<file path="config.mk">
export PLATFORM = sky130hd
export DESIGN_NAME = pfc_gate_protection_logic
export DESIGN_NICKNAME = d
export VERILOG_FILES = /design/src/inc/pfc_gate_pkg.sv /design/src/rtl/deglitch_filter.sv /design/src/rtl/pfc_gate_protection_logic.sv
export SDC_FILE = /design/constraint.sdc
export NUM_CORES = 1
export LEC_CHECK = 0
export BUFFER_PORTS_ARGS = -buffer_cell sky130_fd_sc_hd__buf_2
export CORE_ASPECT_RATIO = 0.9
export CORE_MARGIN = 4
export CORE_UTILIZATION = 34
export CTS_CLUSTER_SIZE = 14
export DETAILED_ROUTE_END_ITERATION = 8
export PLACE_DENSITY = 0.58
export RECOVER_POWER = 50
export SYNTH_ARGS = -nofsm -noshare
export SYNTH_HDL_FRONTEND = slang
export SYNTH_HIERARCHICAL = 1
export SYNTH_SLANG_ARGS = --single-unit
export TNS_END_PERCENT = 50
</file>
<file path="constraint.sdc">
create_clock -name clk -period 1.9 [get_ports clk]
set_input_delay 0.095 -clock clk [delete_from_list [all_inputs] [get_ports clk]]
set_output_delay 0.095 -clock clk [all_outputs]
set_load 0.05 [all_outputs]
</file>
<file path="src/inc/pfc_gate_pkg.sv">
// Purpose: shared constants and types for the gate protection logic
// Assumes: 40 MHz clock, comparator results already digitised and synchronous
// Notes:   all times are converted to clock cycles here
//
// Operation
// RULE_01: min-off pulse clears both latches, top priority
// RULE_02: peak limit turns gate off for cycle
// RULE_03: timing allows 95 percent duty at 65 kHz
// RULE_04: peak limit trips at threshold every cycle
// RULE_05: peak limit acts only after deglitch time
// RULE_06: brownout enables above high, faults below low
// RULE_07: filtered brownout stops gate, restart above high
// RULE_08: filtered open loop powers down, restarts above threshold
// RULE_09: overvoltage turns the gate off immediately
// RULE_10: filtered overvoltage holds off until release level
// RULE_11: gate active high, low during supply lockout
// RULE_12: cycle opens with gate off, ramp discharged
// RULE_13: start needs supply, feedback and brownout all good
// RULE_14: soft start ramps until output release fraction
// RULE_15: gate is latch gated by every fault
`default_nettype none
package pfc_gate_pkg;

    localparam int CLK_HZ          = 40_000_000;
    localparam int SWITCH_HZ       = 65_000;
    localparam int MAX_DUTY_PCT    = 95;
    localparam int MIN_OFF_NS      = 600;
    localparam int PEAK_FILTER_NS  = 200;
    localparam int BROWN_FILTER_US = 20;
    localparam int LOOP_FILTER_US  = 1;
    localparam int OVP_FILTER_US   = 12;
    localparam int SS_STEP_NS      = 6400;
    localparam int CLK_PER_US      = CLK_HZ / 1_000_000;

    localparam int CNT_W = 10;
    localparam int SS_W  = 8;

    localparam logic [CNT_W-1:0] PERIOD_CYC     = CNT_W'(CLK_HZ / SWITCH_HZ);
    localparam logic [CNT_W-1:0] MAX_ON_CYC     =
        CNT_W'((CLK_HZ / SWITCH_HZ) * MAX_DUTY_PCT / 100);
    localparam logic [CNT_W-1:0] ON_ALLOW_CYC   = PERIOD_CYC - MAX_ON_CYC;
    localparam logic [CNT_W-1:0] MIN_OFF_CYC    =
        CNT_W'((MIN_OFF_NS * CLK_PER_US + 999) / 1000);
    localparam logic [CNT_W-1:0] PEAK_FILTER_CYC =
        CNT_W'((PEAK_FILTER_NS * CLK_PER_US + 999) / 1000);
    localparam logic [CNT_W-1:0] BROWN_FILTER_CYC = CNT_W'(BROWN_FILTER_US * CLK_PER_US);
    localparam logic [CNT_W-1:0] LOOP_FILTER_CYC = CNT_W'(LOOP_FILTER_US * CLK_PER_US);
    localparam logic [CNT_W-1:0] OVP_FILTER_CYC = CNT_W'(OVP_FILTER_US * CLK_PER_US);
    localparam logic [CNT_W-1:0] SS_STEP_CYC    = CNT_W'(SS_STEP_NS * CLK_PER_US / 1000);
    localparam logic [CNT_W-1:0] CNT_RESET      = 10'h000;

    localparam logic [SS_W-1:0]  SS_LEVEL_RESET = 8'h00;
    localparam logic [SS_W-1:0]  SS_LEVEL_MAX   = 8'hFF;

    // digitised comparator results, one bit each
    typedef struct packed {
        logic current_limit;   // current sense at or below negative limit
        logic vin_above_high;  // brownout sense above upper threshold
        logic vin_below_low;   // brownout sense below lower threshold
        logic open_loop;       // feedback below open-loop threshold
        logic overvoltage;     // feedback above over-voltage reference
        logic ov_release;      // feedback below over-voltage release level
    } sense_cmp_type;

    typedef struct packed {
        logic peak_current_limit;
        logic input_brownout;
        logic open_loop_fault;
        logic output_overvoltage_fault;
    } fault_type;

    typedef enum logic [1:0] {
        ST_IDLE,
        ST_SOFT_START,
        ST_REGULATE
    } run_state_type;

endpackage : pfc_gate_pkg
`default_nettype wire

</file>
<file path="src/rtl/deglitch_filter.sv">
// Purpose: persistence filter for one comparator result
// Assumes: raw is synchronous to clk
// Notes:   filt rises the edge after raw was high for HOLD_CYC samples
`timescale 1ns/10ps
`default_nettype none
module deglitch_filter #(
    parameter logic [pfc_gate_pkg::CNT_W-1:0] HOLD_CYC = 10'h001
) (
    // clock and reset
    input  wire logic clk,
    input  wire logic rst_b,
    // comparator
    input  wire logic raw,
    output var  logic filt
);

    logic [pfc_gate_pkg::CNT_W-1:0] cnt_q;
    logic [pfc_gate_pkg::CNT_W-1:0] cnt_d;
    logic                           filt_d;

    // any low sample restarts the count, so short glitches never pass
    assign cnt_d  = !raw ? pfc_gate_pkg::CNT_RESET :
                    (cnt_q == HOLD_CYC) ? cnt_q : cnt_q + 10'h001;
    assign filt_d = raw && (cnt_q >= HOLD_CYC - 10'h001);

    always_ff @(posedge clk) begin
        if (!rst_b) begin
            cnt_q <= pfc_gate_pkg::CNT_RESET;
            filt  <= 1'b0;
        end else begin
            cnt_q <= cnt_d;
            filt  <= filt_d;
        end
    end
endmodule : deglitch_filter
`default_nettype wire

</file>
<file path="src/rtl/pfc_gate_protection_logic.sv">
// Purpose: final gate logic of the boost converter with fault protection
// Assumes: comparator inputs synchronous to clk; clk is the oscillator clock
// Notes:   gate_out lags its causes by one clock, which the min-off window covers
`timescale 1ns/10ps
`default_nettype none
module pfc_gate_protection_logic (
    // clock and reset
    input  wire logic                              clk,
    input  wire logic                              rst_b,
    // comparator results
    input  wire pfc_gate_pkg::sense_cmp_type       sense_in,
    input  wire logic                              ramp_cross_in,
    // supply and output level status
    input  wire logic                              supply_above_on,
    input  wire logic                              supply_below_lockout,
    input  wire logic                              output_at_release,
    // gate and ramp control
    output var  logic                              gate_out,
    output var  logic                              min_off_pulse,
    // status
    output var  pfc_gate_pkg::fault_type           fault_out,
    output var  logic                              soft_start_active,
    output var  logic [pfc_gate_pkg::SS_W-1:0]     soft_start_level,
    output var  logic                              gate_enabled
);

    logic [pfc_gate_pkg::CNT_W-1:0] cnt_q;
    logic [pfc_gate_pkg::CNT_W-1:0] cnt_d;
    logic [pfc_gate_pkg::CNT_W-1:0] ss_cnt_q;
    logic [pfc_gate_pkg::CNT_W-1:0] ss_cnt_d;
    logic [pfc_gate_pkg::SS_W-1:0]  ss_level_d;
    pfc_gate_pkg::run_state_type    state_q;
    pfc_gate_pkg::run_state_type    state_d;
    logic                           pwm_on_q;
    logic                           pwm_on_d;
    logic                           peak_q;
    logic                           peak_d;
    logic                           brown_q;
    logic                           brown_d;
    logic                           loop_q;
    logic                           loop_d;
    logic                           ovp_q;
    logic                           ovp_d;
    logic                           gate_d;
    logic                           peak_filt;
    logic                           brown_filt;
    logic                           loop_filt;
    logic                           ovp_filt;
    logic                           fault_any;
    logic                           running;
    logic                           start_ok;
    logic                           ss_step;

    // persistence filters for each fault comparator
    deglitch_filter #(.HOLD_CYC(pfc_gate_pkg::PEAK_FILTER_CYC)) peak_filter ( // RULE_05
        .clk  (clk),
        .rst_b(rst_b),
        .raw  (sense_in.current_limit),
        .filt (peak_filt)
    );
    deglitch_filter #(.HOLD_CYC(pfc_gate_pkg::BROWN_FILTER_CYC)) brown_filter (
        .clk  (clk),
        .rst_b(rst_b),
        .raw  (sense_in.vin_below_low),
        .filt (brown_filt)
    );
    deglitch_filter #(.HOLD_CYC(pfc_gate_pkg::LOOP_FILTER_CYC)) loop_filter (
        .clk  (clk),
        .rst_b(rst_b),
        .raw  (sense_in.open_loop),
        .filt (loop_filt)
    );
    deglitch_filter #(.HOLD_CYC(pfc_gate_pkg::OVP_FILTER_CYC)) ovp_filter (
        .clk  (clk),
        .rst_b(rst_b),
        .raw  (sense_in.overvoltage),
        .filt (ovp_filt)
    );

    // switching period; each cycle opens with the min-off window
    assign cnt_d         = (cnt_q == pfc_gate_pkg::PERIOD_CYC - 10'h001) ?
                           pfc_gate_pkg::CNT_RESET : cnt_q + 10'h001;
    assign min_off_pulse = cnt_q < pfc_gate_pkg::MIN_OFF_CYC;  // RULE_12

    // min-off clears both latches ahead of any set; an early ramp crossing
    // before the duty window is ignored so on-time never exceeds the maximum
    assign pwm_on_d = min_off_pulse ? 1'b0 :                            // RULE_01
                      (ramp_cross_in && cnt_q >= pfc_gate_pkg::ON_ALLOW_CYC) ? 1'b1 : // RULE_03
                      pwm_on_q;
    assign peak_d   = min_off_pulse ? 1'b0 : (peak_filt | peak_q); // RULE_01 RULE_04

    // fault latches: a set in the same cycle as the release condition wins
    assign brown_d = brown_filt | (brown_q & ~sense_in.vin_above_high); // RULE_06 RULE_07
    assign loop_d  = loop_filt | (loop_q & sense_in.open_loop);         // RULE_08
    assign ovp_d   = ovp_filt | (ovp_q & ~sense_in.ov_release);         // RULE_10

    assign fault_any = brown_q | loop_q | ovp_q;
    assign running   = state_q != pfc_gate_pkg::ST_IDLE;
    assign start_ok  = supply_above_on && !sense_in.open_loop       // RULE_13
                       && sense_in.vin_above_high && !brown_q && !loop_q;

    // raw over-voltage and filtered peak limit act without waiting for a latch
    assign gate_d = pwm_on_q & ~min_off_pulse & ~peak_q & ~peak_filt // RULE_02
                    & ~sense_in.overvoltage                          // RULE_09
                    & ~fault_any & running                           // RULE_15
                    & ~supply_below_lockout;                         // RULE_11

    always_comb begin
        state_d = state_q;
        case (state_q)
            pfc_gate_pkg::ST_IDLE: begin
                if (start_ok) begin
                    state_d = pfc_gate_pkg::ST_SOFT_START;
                end
            end
            pfc_gate_pkg::ST_SOFT_START: begin
                if (brown_q || loop_q) begin
                    state_d = pfc_gate_pkg::ST_IDLE;
                end else if (output_at_release) begin
                    state_d = pfc_gate_pkg::ST_REGULATE;          // RULE_14
                end
            end
            pfc_gate_pkg::ST_REGULATE: begin
                if (brown_q || loop_q) begin
                    state_d = pfc_gate_pkg::ST_IDLE;              // RULE_07 RULE_08
                end
            end
            default: begin
                state_d = pfc_gate_pkg::ST_IDLE;
            end
        endcase
        if (supply_below_lockout) begin
            state_d = pfc_gate_pkg::ST_IDLE;                      // RULE_11
        end
    end

    // soft-start level climbs one step per interval; any restart begins at zero
    assign ss_step    = ss_cnt_q == pfc_gate_pkg::SS_STEP_CYC - 10'h001;
    assign ss_cnt_d   = (state_q != pfc_gate_pkg::ST_SOFT_START || ss_step) ?
                        pfc_gate_pkg::CNT_RESET : ss_cnt_q + 10'h001;
    assign ss_level_d = (state_q == pfc_gate_pkg::ST_IDLE) ? pfc_gate_pkg::SS_LEVEL_RESET :
                        (state_q == pfc_gate_pkg::ST_REGULATE) ? pfc_gate_pkg::SS_LEVEL_MAX :
                        (ss_step && soft_start_level != pfc_gate_pkg::SS_LEVEL_MAX) ?
                        soft_start_level + 8'h01 : soft_start_level;        // RULE_14

    always_ff @(posedge clk) begin
        if (!rst_b) begin
            cnt_q    <= pfc_gate_pkg::CNT_RESET;
            ss_cnt_q <= pfc_gate_pkg::CNT_RESET;
            state_q  <= pfc_gate_pkg::ST_IDLE;
            pwm_on_q <= 1'b0;
            peak_q   <= 1'b0;
            brown_q  <= 1'b0;
            loop_q   <= 1'b0;
            ovp_q    <= 1'b0;
            gate_out <= 1'b0;
            soft_start_level <= pfc_gate_pkg::SS_LEVEL_RESET;
        end else begin
            cnt_q    <= cnt_d;
            ss_cnt_q <= ss_cnt_d;
            state_q  <= state_d;
            pwm_on_q <= pwm_on_d;
            peak_q   <= peak_d;
            brown_q  <= brown_d;
            loop_q   <= loop_d;
            ovp_q    <= ovp_d;
            gate_out <= gate_d;
            soft_start_level <= ss_level_d;
        end
    end

    // one driver for the whole status word, fields in declaration order
    assign fault_out = pfc_gate_pkg::fault_type'({peak_q, brown_q, loop_q, ovp_q});
    assign soft_start_active = state_q == pfc_gate_pkg::ST_SOFT_START;
    assign gate_enabled      = running;
endmodule : pfc_gate_protection_logic
`default_nettype wire

</file>
==> results of run 1 <==
## routing by layer
layer  part of all wire [%]  up-vias
met1                     50     1435
met2                     46       21
met3                    2.3        6
met5                      0        -
met4                    1.1        0
li1                       -     1620
## power groups by stage
stage | Clock, uW | Combinational (uW) | Sequential (uW)
after global routing | 1830 | 118 | 1710
after global placement | 0 | 104 | 1750
after detailed placement | 0 | 106 | 1750
final | 1710 | 103 | 1710
after CTS | 1760 | 106 | 1710
after floorplan | 0 | 64.5 | 1740
## layout by cell type, fill, tap and decap left out, drive strengths merged, types with 10 or more instances in the layout
cell type / count
a21oi: 31
buf: 19
clkbuf: 25
dfxtp: 80
ha: 12
inv: 21
nand2: 27
nand3: 31
nand4: 14
nor2: 42
nor3: 11
o21ai: 20
o31ai: 12
or3: 17
or4: 11
xnor2: 10
xor2: 16
## worst min-delay path: stages
cell and delay, ns:
buf_2 0.10, a21oi_1 0.06, nor2_1 0.08
## cell type report
type,count,area [sq um],area share [%]
clock buffers,11,243,5.58
clock inverters,5,56.3,1.30
inverters,21,78.8,1.81
multi-input cells,318,2010,46.3
flip-flops and latches,80,1600,36.9
well taps,152,190,4.38
repair buffers,33,163,3.74
## metrics by stage
stage	setup WS, ns	power [uW]	hold slack, ns	util (%)
floorplan	0.000512	1810	0.236	-
global placement	0.102	1850	0.376	37.6
detailed placement	0.0667	1850	0.390	37.6
CTS	0.0467	3580	0.0377	40.3
global route	0.0202	3670	0.0620	40.0
finish	0.0951	3520	0.0385	40.0
## cell families after synthesis
group / after synthesis / share of synthesized area (%)
XOR/XNOR: 26 / 6.02
AND/OR/NAND/NOR: 191 / 28.7
multiplexers: 7 / 1.89
AO/OA/AOI/OAI: 82 / 13.0
adder cells (fa/ha/maj): 12 / 3.97
flip-flops: 80 / 42.4
buffers and inverters: 33 / 4.01
## final timing paths
path                                              from  slack [ns]  cells past startpoint                          endpoint
worst max-delay path            ss_cnt_q[0]$_SDFF_PP0_         0.1                      5  soft_start_level[6]$_SDFFE_PP0P_
worst min-delay path                 output_at_release        0.04                      3           state_q[1]$_SDFFE_PP0P_
worst max register to register  ss_cnt_q[0]$_SDFF_PP0_         0.1                      5  soft_start_level[6]$_SDFFE_PP0P_
worst min register to register  ss_cnt_q[0]$_SDFF_PP0_        0.44                      1            ss_cnt_q[0]$_SDFF_PP0_
## sequential cells by signal, summed over array words and instances (netlist names)
signal / count
cnt_q: 10
brown_q: 1
ovp_filter/cnt_q: 10
brown_filter/filt: 1
peak_q: 1
pwm_on_q: 1
gate_out: 1
soft_start_level: 8
ovp_q: 1
ovp_filter/filt: 1
ss_cnt_q: 10
loop_filter/filt: 1
brown_filter/cnt_q: 10
peak_filter/filt: 1
peak_filter/cnt_q: 10
loop_q: 1
loop_filter/cnt_q: 10
state_q: 2
## what timing repair did
action	4_1_cts	5_1_grt
setup endpoints to repair	0	10
buffers inserted	0	0
resized for setup	0	2
==> impl_metrics.toml, run 1 <==
[critical_path]
crit_path_max_incr_delay_ns = 0.51
critPathLaunchType = "flip-flop"
crit_required_ns = 2.16
critical_path_buf_inv_count = 0
critPathCaptureType = "flip-flop"
cp_slowest_cell = "or4_1"
critPathTopFamily = "simple AND/OR/NAND/NOR gates"
critPathMaxFanout = 4
worstPathArrival_ns = 2.06
criticalPathCategory = "flip-flop to flip-flop"
critical_path.cell_chain = "ha_2 -> nand3_2 -> or3_1 -> or4_1 -> a31oi_1"

[timing]
setup_viol = 0
rsz0062_at_grt = "false"
tightest_slew_ns = 0.633
fin_crit_sh_pct = 95.0
fin_crit_ns = 1.80
max-slew-margin-rel_pct = 58.0
clock_skew_ns = 0.00795
clock.fmax_mhz = 554
drv_slew = 0
finalHoldViolCount = 0
tns_ns = 0

[worst_hold_path]
hp-class = "primary input to flip-flop"

[cts]
htree_levels = 3
clockBufferDepth = 2
cts_tree = "done"
worstSkewPairLatency_ns = 0.33
cts-root-buf = "clkbuf_16"
cts_buffers = 9
ctsHoldBuffers = 0
cts_sinks = 80
path_clk_slew_ns = 0.06

[placement]
io_buffers = 27
dpl_cell_area_sq_um = 4080
gp_congestion = 0.843
place_inst = 604
hpwl_um = 5760

[pwr]
switching_share_pct = 21.0
power.density_nw_per_um2 = 810
p_int_uw = 2780
power.net_switching_uw = 740
ir_drop_uv = 513
power_leakage_uw = 0.00141
p_clk_share_pct = 48.5
combPwrFrac_pct = 2.9
p_seq_share_pct = 48.6

[finish]
fin_area_sq_um = 4350
area_growth_pct = 15.0
final_layout_size_suffix_gt1_share_pct = 11.3
antenna_cells = 0
fin_nets = 487
stdcell_count = 620
fillers = 1118

[global_route]
grt_first_pass_wirelength_um = 13300
grt.busiest_layer = "met2"
use_met2_pct = 20.4
grt_pass1_vias = 2832
grt_max_degree = 15
grt_use_met3_pct = 2.98
antenna_found_initial = 0
grt_overflow = 0
grt_usage_pct = 12.5
grt_use_met1_pct = 16.5

[route]
drt_pass1_iterations = 4
dr.first_iter.drc_count = 79
vias_per_cell = 4.97
drc = 0
vias = 3082
post_drt_wl_per_cell_um = 12.6
wirelength_um = 7820
ant_nets = 0

[logic_synthesis]
synth.avg_cell_area_sq_um = 8.77
yosysUniqueCellTypes = 54
synth_warnings = 6
syn-num-nets = 455
synth_edf_count = 0
ys.flop_type = "dfxtp_1"
synth_seq_cells = 80
yosysTopAreaCell = "dfxtp_1"
synth_commonest_cells = "dfxtp_1 (80), nor2_1 (42), a21oi_1 (31)"
yosysMostFrequentCell = "dfxtp_1"
netlist_instances = 431
synth-async-reset-ratio_pct = 0
synth_area_sq_um = 3780
synthTopCellsByArea = "dfxtp_1 (42%), nor2_1 (4.2%), a21oi_1 (4.1%), ha_1 (4.0%), nand3_1 (3.8%)"
yosysTopAreaCellShare_pct = 42.4
ys_seq_area_share_pct = 42.4

[floorplan]
start_util_pct = 34.8
num_io_pins = 28
die-area_sq_um = 12900
die_y_um = 108
chipWidth_um = 119
coreArea_sq_um = 10900
fp-row-count = 36

[flow_run]
max_cap_violations = 0

[outcome]
status = "finished, final reports clean"
No activity file was read; power rests on OpenSTA's default activity.
==> run 2: changes to the inputs <==
--- a/config.mk
+++ b/config.mk
@@ -11,7 +11,7 @@
 export CORE_UTILIZATION = 34
 export CTS_CLUSTER_SIZE = 14
 export DETAILED_ROUTE_END_ITERATION = 8
-export PLACE_DENSITY = 0.58
+export PLACE_DENSITY = 0.48
 export RECOVER_POWER = 50
 export SYNTH_ARGS = -nofsm -noshare
 export SYNTH_HDL_FRONTEND = slang
==> impl_metrics.toml, run 2 (same netlist as run 1, synthesis figures left out) <==
[placement]
hpwl_um = 5910
place_inst = 607
io_buffers = 27
dpl_cell_area_sq_um = 4100
gp_congestion = 0.780

[cts]
ctsHoldBuffers = 0
cts-root-buf = "clkbuf_16"
clockBufferDepth = 2
path_clk_slew_ns = 0.06
cts_setup_buffers = 0
htree_levels = 3
cts_buffers = 9
cts_tree = "done"
worstSkewPairLatency_ns = 0.33
cts_sinks = 80

[flow_run]
max_cap_violations = 0

[finish]
fin_area_sq_um = 4360
final_common_cell = "dfxtp_1"
stdcell_count = 622
fin_nets = 490
final_layout_size_suffix_gt1_share_pct = 11.5
area_growth_pct = 15.3
antenna_cells = 0
mostFrequentLayoutCells = "dfxtp_1 (79), nor2_1 (42), a21oi_1 (31)"

[critical_path]
critPathMaxFanout = 7
criticalPathCategory = "flip-flop to flip-flop"
critPathLaunchType = "flip-flop"
critPathCaptureType = "flip-flop"
critical_path.cell_chain = "ha_2 -> nand3_2 -> buf_4 -> or4_1 -> nor4_2 -> a311oi_1"
cp_slowest_cell = "or4_1"
critical_path_buf_inv_count = 1
worstPathArrival_ns = 1.98
crit_required_ns = 2.10
crit_path_max_incr_delay_ns = 0.57
critPathTopFamily = "simple AND/OR/NAND/NOR gates"

[timing]
drv_slew = 0
hold_slack_ns = 0.0418
clock_skew_ns = 0.00504
fin_crit_ns = 1.78
finalHoldViolCount = 0
tightest_slew_ns = 0.644
max-slew-margin-rel_pct = 57.3
rsz0062_at_grt = "false"
fin_crit_sh_pct = 93.8
clock.fmax_mhz = 561
setup_viol = 0
tns_ns = 0

[floorplan]
die_y_um = 108
die-area_sq_um = 12900
coreArea_sq_um = 10900
num_io_pins = 28
fp-row-count = 36
start_util_pct = 34.8
chipWidth_um = 119

[worst_hold_path]
hp-class = "primary input to flip-flop"

[route]
wl_met1_um = 4040
wirelength_um = 8170
drt_pass1_iterations = 7
vias_per_cell = 5.04
dr.first_iter.drc_count = 175
ant_nets = 0
wl_met3_um = 375
post_drt_wl_per_cell_um = 13.1
drc = 0
wl_met2_um = 3610
vias = 3136
top_layer = "met4"

[pwr]
ir_drop_uv = 466
power.density_nw_per_um2 = 806
power_leakage_uw = 0.00142
p_total_uw = 3510

[global_route]
grt_first_pass_wirelength_um = 13800
antenna_found_initial = 0
grt_pass1_vias = 2897
grt_overflow = 0
grt_usage_pct = 13.3
grt_max_degree = 15

[outcome]
status = "finished, final reports clean"
## run 2: cell count changes in the layout (fill, tap and decap cells not counted)
| cell | change |
|---|---|
| clkbuf_1 | +2 |
| buf_4 | +1 |
| clkinv_2 | +1 |
| clkinv_4 | -1 |
| clkinvlp_4 | -1 |
| nor4_1 | -1 |
| nor4_2 | +1 |
## run 2: report_power, final
group | leakage [uW] | internal [uW] | switching, uW
Sequential | 0.000647 | 1690 | 18.6
Clock | 0.000145 | 1040 | 658
Combinational | 0.000630 | 39.2 | 65.6
## run 2: worst paths after layout
| check | startpoint | to | slack, ns | cells after the start |
|---|---|---|---|---|
| min | output_at_release | state_q[1]$_SDFFE_PP0P_ | 0.04 | 3 |
| min reg2reg | ss_cnt_q[0]$_SDFF_PP0_ | ss_cnt_q[0]$_SDFF_PP0_ | 0.44 | 1 |
| max | ss_cnt_q[1]$_SDFF_PP0_ | soft_start_level[3]$_SDFFE_PP0P_ | 0.12 | 6 |
| max reg2reg | ss_cnt_q[1]$_SDFF_PP0_ | soft_start_level[3]$_SDFFE_PP0P_ | 0.12 | 6 |
## run 2: cell type report
type	count	area, sq um
clock inverter	4	45.0
sequential	80	1600
multi-input combinational	318	2020
clock buffer	11	243
fill	1132	6500
inverter	21	78.8
timing repair buffer	36	178
tap	152	190
## run 2: worst min-delay path, cell delays in order
cell     delay [ns]
buf_2          0.10
a21oi_1        0.06
nor2_1         0.08
## run 2: routing by layer
metal  track usage [%]  vias to the layer above
met2              21.3                       65
met5                 0                        -
met4              5.21                        0
met1              16.8                     1438
met3              3.97                       10
li1                  -                     1623
## run 2: what timing repair did
item / 4_1_cts / 5_1_grt
hold endpoints to repair: 0 / 0
endpoints found under the setup margin: 0 / 6
gates resized for setup: 0 / 3
## run 2: per-stage QoR
stage                     worst slack, ns  util (%)
after global placement              0.136      37.8
after floorplan                  0.000512         -
after global routing               0.0168      40.1
after detailed placement            0.109      37.8
after CTS                          0.0943      40.4
final                               0.118      40.1
